File: src/inc/mfc_map.vh
// Constants for the MAC flow-control request block
`ifndef MFC_MAP_VH
`define MFC_MAP_VH

// Number of priorities and widths
`define MFC_NPRIO 8
`define MFC_QW 16
`define MFC_QALL 128

// One pause quantum is 512 bit times at 10 Gb/s, held in picoseconds
`define MFC_QUANTUM_PS 51200
`define MFC_CLK_PS 4000
// Least time, so rounded up to whole cycles
`define MFC_QUANTUM_CYC ((`MFC_QUANTUM_PS + `MFC_CLK_PS - 1) / `MFC_CLK_PS)
`define MFC_PRE_W 4

// Frame kinds on the transmit request
`define MFC_KIND_PAUSE 1'h0
`define MFC_KIND_PFC 1'h1

// Per-priority receive pause states
`define MFC_ST_IDLE 2'h0
`define MFC_ST_WAIT 2'h1
`define MFC_ST_RUN 2'h2

// Reset values
`define MFC_Q_ZERO 16'h0000
`define MFC_V_ZERO 8'h00

`endif

File: src/rtl/mfc_flow_ctrl.v
// Flow-control request logic: pause and priority pause frames, receive pause requests
// Function
// - Pause request valid from the client makes the MAC send one pause frame.
// - Pause value presented with the request becomes the frame's pause time field.
// - Priority request and acknowledge ports only work when priority flow control is built in.
// - Each of priorities 0 to 7 has its own receive pause request output.
// - A priority's quanta do not count down until its FIFO acknowledges.
// - A priority transmit request gives a priority frame at the next available point.
`timescale 1ns/1ps
`default_nettype none
`include "mfc_map.vh"

module mfc_flow_ctrl #(
  parameter PFC_EN = 1
) (
  input wire clk,
  input wire rstn,
  input wire pause_req_valid,
  input wire [`MFC_QW-1:0] pause_value,
  input wire [`MFC_NPRIO-1:0] tx_prio_pause_req_in,
  input wire [`MFC_QW-1:0] pfc_tx_quanta,
  output reg tx_fc_frame_valid,
  input wire tx_fc_frame_ready,
  output reg tx_fc_frame_kind,
  output reg [`MFC_QW-1:0] tx_fc_pause_time,
  output reg [`MFC_NPRIO-1:0] tx_fc_class_enable,
  input wire rx_pfc_frame_valid,
  input wire [`MFC_NPRIO-1:0] rx_pfc_class_enable,
  input wire [`MFC_QALL-1:0] rx_pfc_quanta,
  output wire [`MFC_NPRIO-1:0] rx_prio_pause_req_out,
  input wire [`MFC_NPRIO-1:0] rx_prio_pause_ack_in
);

  // Edge history, so a held request produces one frame and not a stream
  reg pause_prev_reg;
  reg [`MFC_NPRIO-1:0] prio_prev_reg;

  // Pending requests not yet handed to the transmit stream
  reg pause_pend_reg;
  reg pause_pend_next;
  reg [`MFC_QW-1:0] pause_val_reg;
  reg [`MFC_QW-1:0] pause_val_next;
  reg [`MFC_NPRIO-1:0] prio_pend_reg;
  reg [`MFC_NPRIO-1:0] prio_pend_next;

  // Next contents of the frame request stage
  reg frame_valid_next;
  reg frame_kind_next;
  reg [`MFC_QW-1:0] frame_time_next;
  reg [`MFC_NPRIO-1:0] frame_cev_next;

  wire pause_edge;
  wire [`MFC_NPRIO-1:0] prio_edge;
  wire [`MFC_NPRIO-1:0] prio_gate;
  wire stage_free;
  wire take_pause;
  wire take_prio;
  wire [`MFC_NPRIO-1:0] prio_load;

  // Priority ports are ignored when the option is not built in
  assign prio_gate = (PFC_EN != 0) ? 8'hFF : `MFC_V_ZERO;

  assign pause_edge = pause_req_valid & ~pause_prev_reg;
  assign prio_edge = tx_prio_pause_req_in & ~prio_prev_reg & prio_gate;

  // Stage may load when empty or when the transmitter takes its frame this cycle
  assign stage_free = ~tx_fc_frame_valid | tx_fc_frame_ready;

  // Plain pause goes first; priority frames follow on the next free slot
  assign take_pause = stage_free & pause_pend_reg;
  assign take_prio = stage_free & ~pause_pend_reg & (prio_pend_reg != `MFC_V_ZERO);

  // Pending bookkeeping; a new request in the cycle of hand-over is kept
  always @* begin
    pause_pend_next = pause_pend_reg;
    pause_val_next = pause_val_reg;
    prio_pend_next = prio_pend_reg;
    if (take_pause) begin
      pause_pend_next = 1'b0;
    end
    if (take_prio) begin
      prio_pend_next = `MFC_V_ZERO;
    end
    if (pause_edge) begin
      // Latest value wins if a second request comes before the first is handed to the frame stage
      pause_pend_next = 1'b1;
      pause_val_next = pause_value;
    end
    prio_pend_next = prio_pend_next | prio_edge;
  end

  // Frame request stage: holds its fields stable until taken
  always @* begin
    frame_valid_next = tx_fc_frame_valid;
    frame_kind_next = tx_fc_frame_kind;
    frame_time_next = tx_fc_pause_time;
    frame_cev_next = tx_fc_class_enable;
    if (stage_free) begin
      frame_valid_next = take_pause | take_prio;
      if (take_pause) begin
        frame_kind_next = `MFC_KIND_PAUSE;
        frame_time_next = pause_val_reg;
        frame_cev_next = `MFC_V_ZERO;
      end else if (take_prio) begin
        frame_kind_next = `MFC_KIND_PFC;
        frame_time_next = pfc_tx_quanta;
        frame_cev_next = prio_pend_reg;
      end
    end
  end

  // Transmit-side registers
  always @(posedge clk or negedge rstn) begin
    if (!rstn) begin
      pause_prev_reg <= 1'b0;
      prio_prev_reg <= `MFC_V_ZERO;
      pause_pend_reg <= 1'b0;
      pause_val_reg <= `MFC_Q_ZERO;
      prio_pend_reg <= `MFC_V_ZERO;
      tx_fc_frame_valid <= 1'b0;
      tx_fc_frame_kind <= `MFC_KIND_PAUSE;
      tx_fc_pause_time <= `MFC_Q_ZERO;
      tx_fc_class_enable <= `MFC_V_ZERO;
    end else begin
      pause_prev_reg <= pause_req_valid;
      prio_prev_reg <= tx_prio_pause_req_in;
      pause_pend_reg <= pause_pend_next;
      pause_val_reg <= pause_val_next;
      prio_pend_reg <= prio_pend_next;
      tx_fc_frame_valid <= frame_valid_next;
      tx_fc_frame_kind <= frame_kind_next;
      tx_fc_pause_time <= frame_time_next;
      tx_fc_class_enable <= frame_cev_next;
    end
  end

  // A received frame loads only the priorities it addresses; gated off without the option
  assign prio_load = {`MFC_NPRIO{rx_pfc_frame_valid}} & rx_pfc_class_enable & prio_gate;

  // One independent timer per receive priority; a FIFO that ignores the
  // handshake relies on its acknowledge being tied high
  // Priority 0 receive pause
  mfc_prio_pause u_prio0 (
    .clk(clk),
    .rstn(rstn),
    .load(prio_load[0]),
    .quanta(rx_pfc_quanta[0*`MFC_QW +: `MFC_QW]),
    .ack_in(rx_prio_pause_ack_in[0]),
    .req_out(rx_prio_pause_req_out[0])
  );

  // Priority 1 receive pause
  mfc_prio_pause u_prio1 (
    .clk(clk),
    .rstn(rstn),
    .load(prio_load[1]),
    .quanta(rx_pfc_quanta[1*`MFC_QW +: `MFC_QW]),
    .ack_in(rx_prio_pause_ack_in[1]),
    .req_out(rx_prio_pause_req_out[1])
  );

  // Priority 2 receive pause
  mfc_prio_pause u_prio2 (
    .clk(clk),
    .rstn(rstn),
    .load(prio_load[2]),
    .quanta(rx_pfc_quanta[2*`MFC_QW +: `MFC_QW]),
    .ack_in(rx_prio_pause_ack_in[2]),
    .req_out(rx_prio_pause_req_out[2])
  );

  // Priority 3 receive pause
  mfc_prio_pause u_prio3 (
    .clk(clk),
    .rstn(rstn),
    .load(prio_load[3]),
    .quanta(rx_pfc_quanta[3*`MFC_QW +: `MFC_QW]),
    .ack_in(rx_prio_pause_ack_in[3]),
    .req_out(rx_prio_pause_req_out[3])
  );

  // Priority 4 receive pause
  mfc_prio_pause u_prio4 (
    .clk(clk),
    .rstn(rstn),
    .load(prio_load[4]),
    .quanta(rx_pfc_quanta[4*`MFC_QW +: `MFC_QW]),
    .ack_in(rx_prio_pause_ack_in[4]),
    .req_out(rx_prio_pause_req_out[4])
  );

  // Priority 5 receive pause
  mfc_prio_pause u_prio5 (
    .clk(clk),
    .rstn(rstn),
    .load(prio_load[5]),
    .quanta(rx_pfc_quanta[5*`MFC_QW +: `MFC_QW]),
    .ack_in(rx_prio_pause_ack_in[5]),
    .req_out(rx_prio_pause_req_out[5])
  );

  // Priority 6 receive pause
  mfc_prio_pause u_prio6 (
    .clk(clk),
    .rstn(rstn),
    .load(prio_load[6]),
    .quanta(rx_pfc_quanta[6*`MFC_QW +: `MFC_QW]),
    .ack_in(rx_prio_pause_ack_in[6]),
    .req_out(rx_prio_pause_req_out[6])
  );

  // Priority 7 receive pause
  mfc_prio_pause u_prio7 (
    .clk(clk),
    .rstn(rstn),
    .load(prio_load[7]),
    .quanta(rx_pfc_quanta[7*`MFC_QW +: `MFC_QW]),
    .ack_in(rx_prio_pause_ack_in[7]),
    .req_out(rx_prio_pause_req_out[7])
  );

endmodule
`default_nettype wire

File: src/rtl/mfc_prio_pause.v
// Receive pause request and quanta timer for one priority
`timescale 1ns/1ps
`default_nettype none
`include "mfc_map.vh"

module mfc_prio_pause (
  input wire clk,
  input wire rstn,
  input wire load,
  input wire [`MFC_QW-1:0] quanta,
  input wire ack_in,
  output reg req_out
);

  // Prescaler end point, cut to the counter width on purpose
  localparam integer PRE_LAST_INT = `MFC_QUANTUM_CYC - 1;
  localparam [`MFC_PRE_W-1:0] PRE_LAST = PRE_LAST_INT[`MFC_PRE_W-1:0];
  localparam [`MFC_PRE_W-1:0] PRE_ZERO = 4'h0;
  localparam [`MFC_QW-1:0] Q_ONE = 16'h0001;

  reg [1:0] state_reg;
  reg [1:0] state_next;
  reg [`MFC_QW-1:0] quanta_reg;
  reg [`MFC_QW-1:0] quanta_next;
  reg [`MFC_PRE_W-1:0] pre_reg;
  reg [`MFC_PRE_W-1:0] pre_next;

  // A fresh frame reloads at any time; a zero value releases the pause at once
  always @* begin
    state_next = state_reg;
    quanta_next = quanta_reg;
    pre_next = pre_reg;
    if (load) begin
      quanta_next = quanta;
      pre_next = PRE_ZERO;
      state_next = (quanta == `MFC_Q_ZERO) ? `MFC_ST_IDLE : `MFC_ST_WAIT;
    end else begin
      case (state_reg)
        `MFC_ST_IDLE: begin
          state_next = `MFC_ST_IDLE;
        end
        `MFC_ST_WAIT: begin
          // Quanta stay frozen until the FIFO acknowledges
          if (ack_in) begin
            state_next = `MFC_ST_RUN;
          end
        end
        `MFC_ST_RUN: begin
          // Once acknowledged the timer runs to the end even if ack drops
          if (pre_reg == PRE_LAST) begin
            pre_next = PRE_ZERO;
            if (quanta_reg == Q_ONE) begin
              quanta_next = `MFC_Q_ZERO;
              state_next = `MFC_ST_IDLE;
            end else begin
              quanta_next = quanta_reg - Q_ONE;
            end
          end else begin
            pre_next = pre_reg + 4'h1;
          end
        end
        default: begin
          state_next = `MFC_ST_IDLE;
        end
      endcase
    end
  end

  // Request held from capture until the quanta have expired
  always @(posedge clk or negedge rstn) begin
    if (!rstn) begin
      state_reg <= `MFC_ST_IDLE;
      quanta_reg <= `MFC_Q_ZERO;
      pre_reg <= PRE_ZERO;
      req_out <= 1'b0;
    end else begin
      state_reg <= state_next;
      quanta_reg <= quanta_next;
      pre_reg <= pre_next;
      req_out <= (state_next != `MFC_ST_IDLE);
    end
  end

endmodule
`default_nettype wire

File: config.mk
export PLATFORM = sky130hd
export DESIGN_NAME = mfc_flow_ctrl
export DESIGN_NICKNAME = d
export VERILOG_FILES = /design/src/rtl/mfc_flow_ctrl.v /design/src/rtl/mfc_prio_pause.v
export VERILOG_INCLUDE_DIRS = /design/src /design/src/inc
export SDC_FILE = /design/constraint.sdc
export NUM_CORES = 1
export LEC_CHECK = 0
export BUFFER_PORTS_ARGS = -buffer_cell sky130_fd_sc_hd__buf_2
export CAP_MARGIN = 20
export CELL_PAD_IN_SITES_DETAIL_PLACEMENT = 1
export CELL_PAD_IN_SITES_GLOBAL_PLACEMENT = 1
export CORE_AREA = 2 2 192 194
export CTS_CLUSTER_DIAMETER = 80
export DETAILED_ROUTE_END_ITERATION = 8
export DIE_AREA = 0 0 194 196
export MAX_ROUTING_LAYER = met4
export PLACE_DENSITY = 0.75
export SETUP_SLACK_MARGIN = 0.4
export SKIP_LAST_GASP = 1
export SLEW_MARGIN = 20
export SYNTH_ARGS = -nofsm -noshare
export SYNTH_HDL_FRONTEND = slang
export SYNTH_SLANG_ARGS = --single-unit
File: constraint.sdc
create_clock -name clk -period 2.09 [get_ports clk]
set_input_delay 0.627 -clock clk [delete_from_list [all_inputs] [get_ports clk]]
set_output_delay 0.627 -clock clk [all_outputs]
set_load 0.02 [all_outputs]
======== Word level (Yosys, flattened, before mapping) ========
Cells that the tools add are included.
word-level totals
  bits in writable memories ............... 0
  output and inout bits ................... 34
  memories ................................ 0
  bits in latches ......................... 0
  register bits after elaboration ......... 244
  bits in read-only memories .............. 0
  bits of input ports ..................... 189
  logic and storage cells ................. 259
cells by class
  shifts and indexed selects .............. 0
  $mul .................................... 0
  order comparisons ....................... 0
  $add $sub $neg .......................... 16
  bitwise logic cells ..................... 13
  reductions and logical operators ........ 44
  div/mod/pow operators ................... 0
  muxes and demuxes ....................... 113
  equal/unequal tests ..................... 32
operators by type and width
  kind                     number
  $mux W16                 34
  $eq A16 B1 Y1 const B    8
  $logic_not A16 Y1        8
  $sub A16 B1 Y16 const B  8
  $mux W4                  24
  $mux W2                  32
  $reduce_bool A2 Y1       26
  $add A4 B1 Y4 const B    8
  $eq A4 B4 Y1 const B     8
  $pmux W2 S2              8
  $mux W8                  3
  $reduce_and A2 Y1        9
  $and A8 B8 Y8            2
  $eq A2 B1 Y1 const B     8
  $eq A2 B2 Y1 const B     8
  $mux W1                  12
  $not A8 Y8               1
  $or A8 B8 Y8             1
  $reduce_bool A8 Y1       1
  $and A1 B1 Y1            4
  $not A1 Y1               3
  $or A1 B1 Y1             2

======== Depth between registers and ports, before layout ========
Gate-level depths: netlist (run 1).
  depth after elaboration ................. 6
  mapped depth ............................ 9
  gate-level depth less buffers ........... 8

======== By module ========
From an unflattened synthesis (run 1), not the netlist that was laid out.
unflattened totals
  cells, all modules ...................... 1636
  area, all modules ....................... 14955.6 um2
modules (own cells, without submodules)
  module                        times used  seq. area each (um2)  area an instance (um2)  cells each
  mfc_prio_pause (u_prio1 ...)  4           575.6                 1498.9                  172
  mfc_prio_pause (u_prio5 ...)  2           575.6                 1534.0                  173
  mfc_flow_ctrl                 1           1501.4                2755.1                  235
  mfc_prio_pause (u_prio0)      1           575.6                 1586.5                  188
  mfc_prio_pause (u_prio7)      1           575.6                 1550.2                  179

======== Least setup slack after synthesis (run 1) ========
No wires, ideal clock.
  kind .................................... flip-flop to flip-flop
  start ................................... register u_prio0.quanta_reg[6]
  end ..................................... register u_prio0.req_out
  slack ................................... -0.113 ns
  arrival ................................. 2.068 ns
  period minus slack after synthesis ...... 2.203 ns
  required time ........................... 1.955 ns
  setup time .............................. 0.135 ns
  cell stages (with the launch flop) ...... 7
  path buffers ............................ 1
  path through ............................ dfrtp_1 or4_4 or3_1 clkbuf_1 or3_1 a41oi_1 o21ai_0
on the way
  word-level cells in the longest chain between the ends .. 6
ends and longest elaborated chain
  what                                 line                 source
  from (decl)                          mfc_prio_pause.v:23  reg [`MFC_QW-1:0] quanta_reg;
  from (signal assigned)               mfc_prio_pause.v:73  quanta_reg <= `MFC_Q_ZERO;
  from (signal assigned)               mfc_prio_pause.v:78  quanta_reg <= quanta_next;
  $eq A16 B1 Y1                        mfc_prio_pause.v:52  if (quanta_reg == Q_ONE) begin
  $mux W2                              mfc_prio_pause.v:52
  $mux W2                              mfc_prio_pause.v:50  if (pre_reg == PRE_LAST) begin
  $pmux W2 S2                          mfc_prio_pause.v:38  case (state_reg)
  $mux W2                              mfc_prio_pause.v:33  if (load) begin
  $reduce_bool A2 Y1 (no source line)  n/a
  to (signal assigned)                 mfc_prio_pause.v:80  req_out <= (state_next != `MFC_ST_IDLE);
  to (decl)                            mfc_prio_pause.v:12  output reg req_out
No other way between the ends.
A chain may end at the register's enable or synchronous reset.

======== Worst setup path in the final report (run 1) ========
  start ................................... register u_prio5.quanta_reg[8]
  end ..................................... register u_prio5.quanta_reg[14]
on the way
  word-level cells in the longest chain between the ends .. 5
  elaborated cells between the ends (all ways) .. 6
  those cells by class .................... 1 x add/sub; 1 x eq/ne; 4 x mux
ends and longest elaborated chain
  what                                              line
  from (decl)                                       mfc_prio_pause.v:23
  from (signal assigned)                            mfc_prio_pause.v:73
  from (signal assigned)                            mfc_prio_pause.v:78
  $sub A16 B1 Y16 or $eq A16 B1 Y1 (tied branches)  mfc_prio_pause.v:56, mfc_prio_pause.v:52
  $mux W16 (*)                                      mfc_prio_pause.v:52
  $mux W16 (*)                                      mfc_prio_pause.v:50
  $mux W16 (*)                                      mfc_prio_pause.v:38
  $mux W16 (*)                                      mfc_prio_pause.v:33
Mark *: on every way between the ends. The rest lies on a longest branch, timed or not. The select of a mux whose other input is x is not followed.

==> run summary, run 1 <==
status - finished with violations
failing checks - negative setup slack
First-pass DRT Iterations - 5
Vias - 15700
Core Area - 36100 um2
Metal-1 WL - 23800 um
drc violations - 0
vias per inst - 6.05
syn_nets - 1807
register cell area after layout - 6130 um2
# rows - 70
Syn-to-layout area delta - 56.2%
1st-iter DRT viols - 780
vias in the first global route - 16400
gr ovfl total - 0
maxcap violations - 0
final worst-path cycle share - 107%
slowest CP cell - or4_4
Final Worst Setup Slack - -0.156 ns
# IOs - 223
layout cells sized above 1 - 47.3%
Max Clock Skew - 0.0247 ns
actual slew at the worst max-slew pin - 0.653 ns
top sig layer - met4
# nets final - 2333
chip height - 196 um
worst skew pair latency - 0.60 ns
Pwr Density - 701 nW/um2
Post-synth EDFFs - 0
top_reg_cell synth - dfrtp_1
crit path time final - 2.25 ns
Mapped Area - 13800 um2
Final Core Density - 59.9%
Synth Instances - 1570
Worst slew margin - 56.1%
Clock Pin Slew Worst Setup and Hold Paths - 0.06 ns
wire per inst - 23.8 um
GRT Overall Usage - 29.2%
RD Place Congestion - 0.880
mean area per synthesized cell - 8.81 um2
largest net degree at the start of global routing - 65
CTS sink count - 244
maximum clock path buffer count - 3
Worst EP arrival - 2.70 ns
initial antenna violation count - 2
VDD IR max - 702 uV
number of port buffers - 222
met2 wire length - 32100 um
CTS tree - yes
Root Buffer - clkbuf_16
# H-tree levels - 1
initial core utilization - 38.3%
leakage - 9.13 nW
kind of end point of the critical path - flip-flop
distinct cell type count after synthesis - 70
CP Cell Sequence - or4_4, or3_4, or4_4, a21oi_1, o21ai_1
Worst path max stage delay - 0.55 ns
Yosys warning total - 0
critical path required time - 2.54 ns
filler cell count - 3964
min-delay worst type - primary input to flip-flop
final WL - 61700 um
DIE AREA - 38000 um2
first-pass GRT wire length - 88500 um
maximum fanout along the worst path - 3
met3 wire length - 3170 um
synthesis-stage register bit count - 244
post-route ant nets - 0
unrepaired setup endpoints after global routing - yes
Final Hold Viols - 0
CP delay by family, top - simple AND/OR/NAND/NOR gates
critical path class - flip-flop to flip-flop
DP Wirelength - 34400 um
ys async rst share - 100%
Cell Count, Final, Fillers Out - 2587
# setup viols final - 19
Chip Width - 194 um
Worst Path Buf+Inv - 0
TritonCTS buffer count - 31
fmax - 0.445 GHz
Placed Cells - 2347
Most common cell on crit path - or4_4
CP Launch Type - flip-flop
max-slew violation count - 0
Seq/Total Area, Yosys - 44.1%
multi-input logic area - 9170 um2
report_power, final:
| group | leakage [nW] | total, mW | switching (mW) | internal [mW] |
|---|---|---|---|---|
| Clock | 0.488 | 5.35 | 2.23 | 3.11 |
| Sequential | 2.85 | 6.00 | 0.704 | 5.30 |
| Combinational | 5.79 | 3.80 | 1.97 | 1.82 |
| Total | 9.13 | 15.1 | 4.91 | 10.2 |
per-layer routing:
metal	global-route usage, %	up-vias
met2	51.7	626
met3	3.71	205
li1	-	6881
met4	10.7	0
met1	33.9	7950
met5	-	-
path summary, 6_finish.rpt:
kind | from | cells after the start | slack [ns] | endpoint
max in group asynchronous | rstn | 3 | 0.79 | u_prio3.quanta_reg[13]$_DFFE_PN0P_
hold / removal | tx_prio_pause_req_in[6] | 1 | 0.16 | prio_prev_reg[6]$_DFF_PN0_
min in group asynchronous | rstn | 2 | 0.52 | u_prio1.quanta_reg[7]$_DFFE_PN0P_
setup / recovery | u_prio5.quanta_reg[8]$_DFFE_PN0P_ | 5 | -0.16 | u_prio5.quanta_reg[14]$_DFFE_PN0P_
hold reg to reg | prio_prev_reg[4]$_DFF_PN0_ | 1 | 0.42 | prio_pend_reg[4]$_DFF_PN0_
setup reg to reg | u_prio5.quanta_reg[8]$_DFFE_PN0P_ | 5 | -0.16 | u_prio5.quanta_reg[14]$_DFFE_PN0P_
what timing repair did:
item,4_1_cts,5_1_grt
setup buffers,119,59
endpoints found under the setup margin,212,208
resized for setup,340,206
pin swaps,140,112
hold buffers,1,0
hold endpoints to repair,32,0
gates cloned,5,0
synth_stat cells (22+ instances only):
cell type  number  area (um2)
dfrtp_1       244        6110
nand3_1        43         215
nor4_1         62         388
a21oi_1       119         596
a221o_1        22         220
mux2i_1        30         300
nand2_1       162         608
nor2_1        144         541
nor3_1         47         235
clkbuf_1       61         229
inv_1          83         312
or3_1          24         150
ha_1           48         601
a22oi_1        30         225
o21ai_0       138         691
logic make-up after synthesis:
group / share of synthesized area (%)
AOI/OAI and AO/OA: 20.5
adders and majority gates: 4.34
buffers and inverters: 4.85
DFF: 44.1
muxes: 3.47
and+or+nand+nor: 22.7
cell type report:
| cell class | count | share of cell area (%) |
|---|---|---|
| clock inverters | 7 | 0.330 |
| flip-flops and latches | 244 | 28.4 |
| repair buffers | 568 | 20.5 |
| multi-input cells | 1168 | 42.4 |
| well taps | 468 | 2.71 |
| inverters | 83 | 1.45 |
| diodes | 2 | 0.0232 |
| clock buffers | 47 | 4.24 |
layout by cell type (no fill, tap or decap), types with 30 or more instances in the layout:
| cell | instances |
|---|---|
| a21oi_2 | 34 |
| ha_1 | 30 |
| o21ai_1 | 64 |
| nand3_1 | 33 |
| buf_2 | 187 |
| clkbuf_16 | 31 |
| a21oi_1 | 82 |
| buf_6 | 96 |
| nor4_1 | 39 |
| dfrtp_1 | 224 |
| buf_4 | 262 |
| inv_1 | 67 |
| nor2_1 | 102 |
| o21ai_2 | 31 |
| o21ai_0 | 40 |
| nand2_1 | 140 |
per-stage QoR:
stage	power (mW)	setup WS [ns]	instance area [um2]	hold slack, ns	setup TNS (ns)
3_5_place_dp	8.44	-0.191	17100	0.422	-0.672
6_report	15.1	-0.156	21600	0.164	-1.06
3_3_place_gp	8.29	-0.0997	17100	0.412	-0.284
4_1_cts	14.4	-0.0746	20300	0.136	-0.314
5_1_grt	15.7	-0.193	21600	0.150	-2.67
2_1_floorplan	7.22	-0.0891	14600	0.331	-0.183
(Power assumes the default switching activity.)
==> inputs of run 2 (changes only) <==
BUFFER_PORTS_ARGS = default   (was -buffer_cell sky130_fd_sc_hd__buf_2)
CORE_AREA = 2 2 181 183   (was 2 2 192 194)
DIE_AREA = 0 0 183 185   (was 0 0 194 196)
DONT_BUFFER_PORTS = 1   (was default)
==> run 2 against run 1 <==
  * Cell area shrank 8.8%
  * Register-to-register slack improved by 0.02 ns
  * Critical path type unchanged
  * The run ends with negative hold slack, negative setup slack left
  * Fmax is 0.86% higher
  * First-iteration DRC count up 19%
==> run summary, run 2 (synthesis gave the netlist of run 1 again) <==
worst skew pair latency - 0.57 ns
drc violations - 0
wire per inst - 24.7 um
design area - 19700 um2
min-delay worst type - primary input to async pin
DP Wirelength - 30900 um
leakage - 7.88 nW
actual slew at the worst max-slew pin - 0.819 ns
Max Clock Skew - 0.0232 ns
maximum fanout along the worst path - 5
Final Core Density - 61.6%
vias in the first global route - 14800
Pwr Density - 718 nW/um2
Worst slew margin - 45.4%
VDD IR max - 728 uV
number of port buffers - 0
# nets final - 2076
Cell Count, Final, Fillers Out - 2274
layout cells sized above 1 - 39.8%
CP Launch Type - flip-flop
Worst EP arrival - 2.66 ns
# H-tree levels - 1
Worst path max stage delay - 0.54 ns
CP delay by family, top - simple AND/OR/NAND/NOR gates
gr ovfl total - 0
final WL - 56200 um
unrepaired setup endpoints after global routing - yes
Vias - 14500
maximum clock path buffer count - 3
commonest non-fill, non-tap cells in the layout - buf_4, dfrtp_1, nand2_1
RD Place Congestion - 0.880
1st-iter DRT viols - 931
Post-Place Setup Slack - -0.136 ns
critical path class - flip-flop to flip-flop
vias per inst - 6.37
multi-input logic area - 9030 um2
# IOs - 223
critical path required time - 2.52 ns
initial core utilization - 43.2%
Placed Cells - 2035
kind of end point of the critical path - flip-flop
reg2reg setup slack - -0.14 ns
first-pass GRT wire length - 78200 um
First-pass DRT Iterations - 5
setup TNS - -1.14 ns
Final Worst Setup Slack - -0.137 ns
final worst-path cycle share - 107%
GRT Overall Usage - 29.6%
slowest CP cell - or4_4
CTS sink count - 244
filler cell count - 3459
Levels on crit path - 8
DIE AREA - 33900 um2
Chip Width - 183 um
CP Cell Sequence - or4_4, or3_4, buf_6, o21ai_4, buf_6, nor2_4, a32oi_1, nand2_1
crit path time final - 2.23 ns
Root Buffer - clkbuf_16
fmax - 0.449 GHz
Core Area - 32000 um2
Placed Area - 15500 um2
maxcap violations - 0
register cell area after layout - 6150 um2
Clock Pin Slew Worst Setup and Hold Paths - 0.07 ns
TritonCTS buffer count - 29
failing checks - negative hold slack, negative setup slack
most common cell after layout, fill and taps aside - buf_4
Worst Path Buf+Inv - 2
# setup viols final - 21
CTS tree - yes
status - finished with violations
FF-to-FF Start - u_prio5.quanta_reg[8]$_DFFE_PN0P_
chip height - 185 um
Worst R2R End - u_prio5.quanta_reg[13]$_DFFE_PN0P_
Syn-to-layout area delta - 42.5%
initial antenna violation count - 4
Design Power - 14.2 mW
R2R cell count - 8
Hold Slack - -0.252 ns
Most common cell on crit path - buf_6
largest net degree at the start of global routing - 245
post-route ant nets - 0
max-slew violation count - 0
Final Hold Viols - 244
# rows - 66
==> run 2: area by class of cell <==
class	instances	share of cell area, %
diodes	4	0.0508
clock buffers	38	4.00
clock inverters	16	0.977
inverters	83	1.59
multi-input cells	1168	45.8
flip-flops and latches	244	31.2
well taps	408	2.59
repair buffers	313	13.8
==> run 2: worst max-delay path by stage <==
| stage | slack (ns) | end | from |
|---|---|---|---|
| global placement | -0.10 | u_prio0.req_out$_DFF_PN0_ | u_prio0.quanta_reg[8]$_DFFE_PN0P_ |
| floorplan | -0.09 | u_prio5.quanta_reg[14]$_DFFE_PN0P_ | u_prio5.quanta_reg[6]$_DFFE_PN0P_ |
| detailed placement | -0.14 | u_prio0.req_out$_DFF_PN0_ | u_prio0.quanta_reg[8]$_DFFE_PN0P_ |
| CTS | -0.10 | u_prio5.quanta_reg[9]$_DFFE_PN0P_ | u_prio5.quanta_reg[8]$_DFFE_PN0P_ |
| global route | -0.18 | u_prio5.quanta_reg[13]$_DFFE_PN0P_ | u_prio5.quanta_reg[8]$_DFFE_PN0P_ |
| finish | -0.14 | u_prio5.quanta_reg[13]$_DFFE_PN0P_ | u_prio5.quanta_reg[8]$_DFFE_PN0P_ |
==> run 2: power breakdown <==
group	internal, mW	leakage (nW)	switching [mW]
Sequential	5.31	2.84	0.841
Combinational	1.29	4.56	1.38
Clock	3.15	0.483	2.18
==> run 2: layer usage <==
layer,track usage (%),wire length (um)
met5,-,0
met4,10.1,2280
met3,7.29,3750
met2,51.3,28700
met1,33.5,21400
==> run 2: repair_timing <==
| action | CTS | global route |
|---|---|---|
| endpoints found under the setup margin | 158 | 176 |
| gates cloned | 5 | 2 |
| gates resized for setup | 233 | 239 |
| endpoints found under the hold margin | 244 | 244 |
| buffers inserted | 102 | 72 |
| pin swaps | 110 | 130 |
==> run 2: worst reg2reg max path: stages, from the launching register on <==
cell and delay (ns):
dfrtp_1 0.39, or4_4 0.54, or3_4 0.36, buf_6 0.14
o21ai_4 0.16, buf_6 0.16, nor2_4 0.05, a32oi_1 0.21
nand2_1 0.09
==> inputs of run 3 (changes only) <==
CORE_AREA = 2 2 189 191   (was 2 2 181 183)
DIE_AREA = 0 0 191 193   (was 0 0 183 185)
PLACE_DENSITY = 0.69   (was 0.75)
==> run 3 against run 2 <==
  * The flow still finishes with violations (negative hold slack, negative setup slack)
  * Utilization decreased by 5.2 points
  * Worst hold slack better by 0.020 ns
  * Via count shrank 4.5%
  * Clock skew down 0.0088 ns
  * Final cell count rose by 0.88%
  * Sequential power barely moved
  * Setup slack gained 0.018 ns
  * Sequential share of layout area barely moved
  * Cell area about the same
  * Power rose by 2.9%
  * Sequential cell count did not move
  * Largest cell class unchanged
==> run summary, run 3 (synthesis gave the netlist of run 1 again) <==
maximum fanout along the worst path - 7
CP Cell Sequence - or4_4, or3_4, buf_6, o21ai_4, buf_6, a21oi_2, o21ai_1, o311ai_1
Max Clock Skew - 0.0144 ns
maximum clock path buffer count - 3
commonest non-fill, non-tap cells in the layout - dfrtp_1, buf_4, nand2_1
critical path class - flip-flop to flip-flop
# IOs - 223
most common cell after layout, fill and taps aside - dfrtp_1
VDD IR max - 686 uV
RD Place Congestion - 0.869
Design Power - 14.6 mW
Pwr Density - 739 nW/um2
# rows - 69
setup TNS - -1.24 ns
kind of end point of the critical path - flip-flop
# nets final - 2045
min-delay worst type - primary input to async pin
number of port buffers - 0
Core Area - 35000 um2
fmax - 0.453 GHz
gr ovfl total - 0
CTS sink count - 244
vias per inst - 6.03
initial antenna violation count - 2
Vias - 13800
chip height - 193 um
status - finished with violations
DIE AREA - 36900 um2
First-pass DRT Iterations - 5
vias in the first global route - 14000
DP Wirelength - 31100 um
Syn-to-layout area delta - 42.4%
leakage - 7.84 nW
Most common cell on crit path - buf_6
TritonCTS buffer count - 30
actual slew at the worst max-slew pin - 0.599 ns
1st-iter DRT viols - 726
CTS tree - yes
Clock Pin Slew Worst Setup and Hold Paths - 0.06 ns
critical path required time - 2.52 ns
CP delay by family, top - simple AND/OR/NAND/NOR gates
unrepaired setup endpoints after global routing - yes
final WL - 51100 um
Worst path max stage delay - 0.54 ns
max-slew violation count - 0
Worst EP arrival - 2.64 ns
first-pass GRT wire length - 75200 um
failing checks - negative hold slack, negative setup slack
layout cells sized above 1 - 39.3%
Root Buffer - clkbuf_16
largest net degree at the start of global routing - 245
worst skew pair latency - 0.57 ns
Final Hold Viols - 244
initial core utilization - 39.6%
final worst-path cycle share - 106%
# setup viols final - 22
Final Worst Setup Slack - -0.120 ns
drc violations - 0
wire per inst - 22.3 um
# H-tree levels - 1
CP Launch Type - flip-flop
crit path time final - 2.21 ns
Worst Path Buf+Inv - 2
slowest CP cell - or4_4
Hold Slack - -0.232 ns
GRT Overall Usage - 26.0%
post-route ant nets - 0
maxcap violations - 0
Worst slew margin - 59.7%
Chip Width - 191 um
## run 3: cell count changes in the layout (fill, tap and decap cells not counted), moves of 4 or more
cell,delta
buf_4,-24
nor2_4,-11
buf_6,-8
a21oi_1,-6
a21oi_2,+6
nor2_1,+6
nor2_2,+5
clkinv_2,-4
nor4_2,+4
o41ai_1,-4
## run 3: worst paths after layout
path	slack, ns	start	depth (start not counted)	to
worst max-delay path	-0.12	u_prio5.quanta_reg[8]$_DFFE_PN0P_	8	u_prio5.quanta_reg[4]$_DFFE_PN0P_
worst min-delay path	-0.23	rstn	0	u_prio3.state_reg[0]$_DFF_PN0_
worst max register to register	-0.12	u_prio5.quanta_reg[8]$_DFFE_PN0P_	8	u_prio5.quanta_reg[4]$_DFFE_PN0P_
worst min register to register	0.42	prio_prev_reg[4]$_DFF_PN0_	1	prio_pend_reg[4]$_DFF_PN0_
max in group asynchronous	1.93	rstn	0	u_prio1.quanta_reg[7]$_DFFE_PN0P_
min in group clk	0.08	tx_prio_pause_req_in[3]	0	prio_prev_reg[3]$_DFF_PN0_
## run 3: worst reg2reg max path: stages, from the launching register on
cell      delay, ns
dfrtp_1        0.39
or4_4          0.54
or3_4          0.36
buf_6          0.14
o21ai_4        0.17
buf_6          0.17
a21oi_2        0.04
o21ai_1        0.16
o311ai_1       0.12
## run 3: what timing repair did
action                                 CTS  global route
endpoints found under the hold margin  244           244
setup endpoints to repair              160           186
setup buffers                           94            59
pin swaps                              118           134
gates cloned                             3             2
resized for setup                      255           211
## run 3: cell type report
type,count,area (um2)
multi-input cells,1168,9080
repair buffers,281,2460
inverters,83,314
well taps,461,577
flip-flops and latches,244,6150
fillers,3813,15300
clock inverters,13,245
clock buffers,42,877
diodes,2,5.00
## run 3: per-layer routing
layer,routed length (um),global-route usage [%]
met1,20700,32.7
met2,25700,43.2
met3,3130,4.94
met4,1580,6.89
met5,0,-
## run 3: power breakdown
part	switching, mW	internal, mW
logic	1.26	1.23
clock network	2.16	3.77
registers	0.821	5.31
total	4.25	10.3
## run 3: through the flow
| step | cell area [um2] | util [%] | cells | hold WS (ns) | setup slack [ns] |
|---|---|---|---|---|---|
| final | 19700 | 56.4 | 2294 | -0.232 | -0.120 |
| after global routing | 19700 | 56.4 | 2294 | -0.261 | -0.189 |
| after CTS | 18400 | 52.5 | 2231 | -0.267 | -0.0616 |
| after detailed placement | 15500 | 44.4 | 2079 | 0.340 | -0.147 |
| after global placement | 15500 | 44.4 | 2079 | 0.339 | -0.104 |
| after floorplan | 14600 | - | 1570 | 0.331 | -0.0891 |
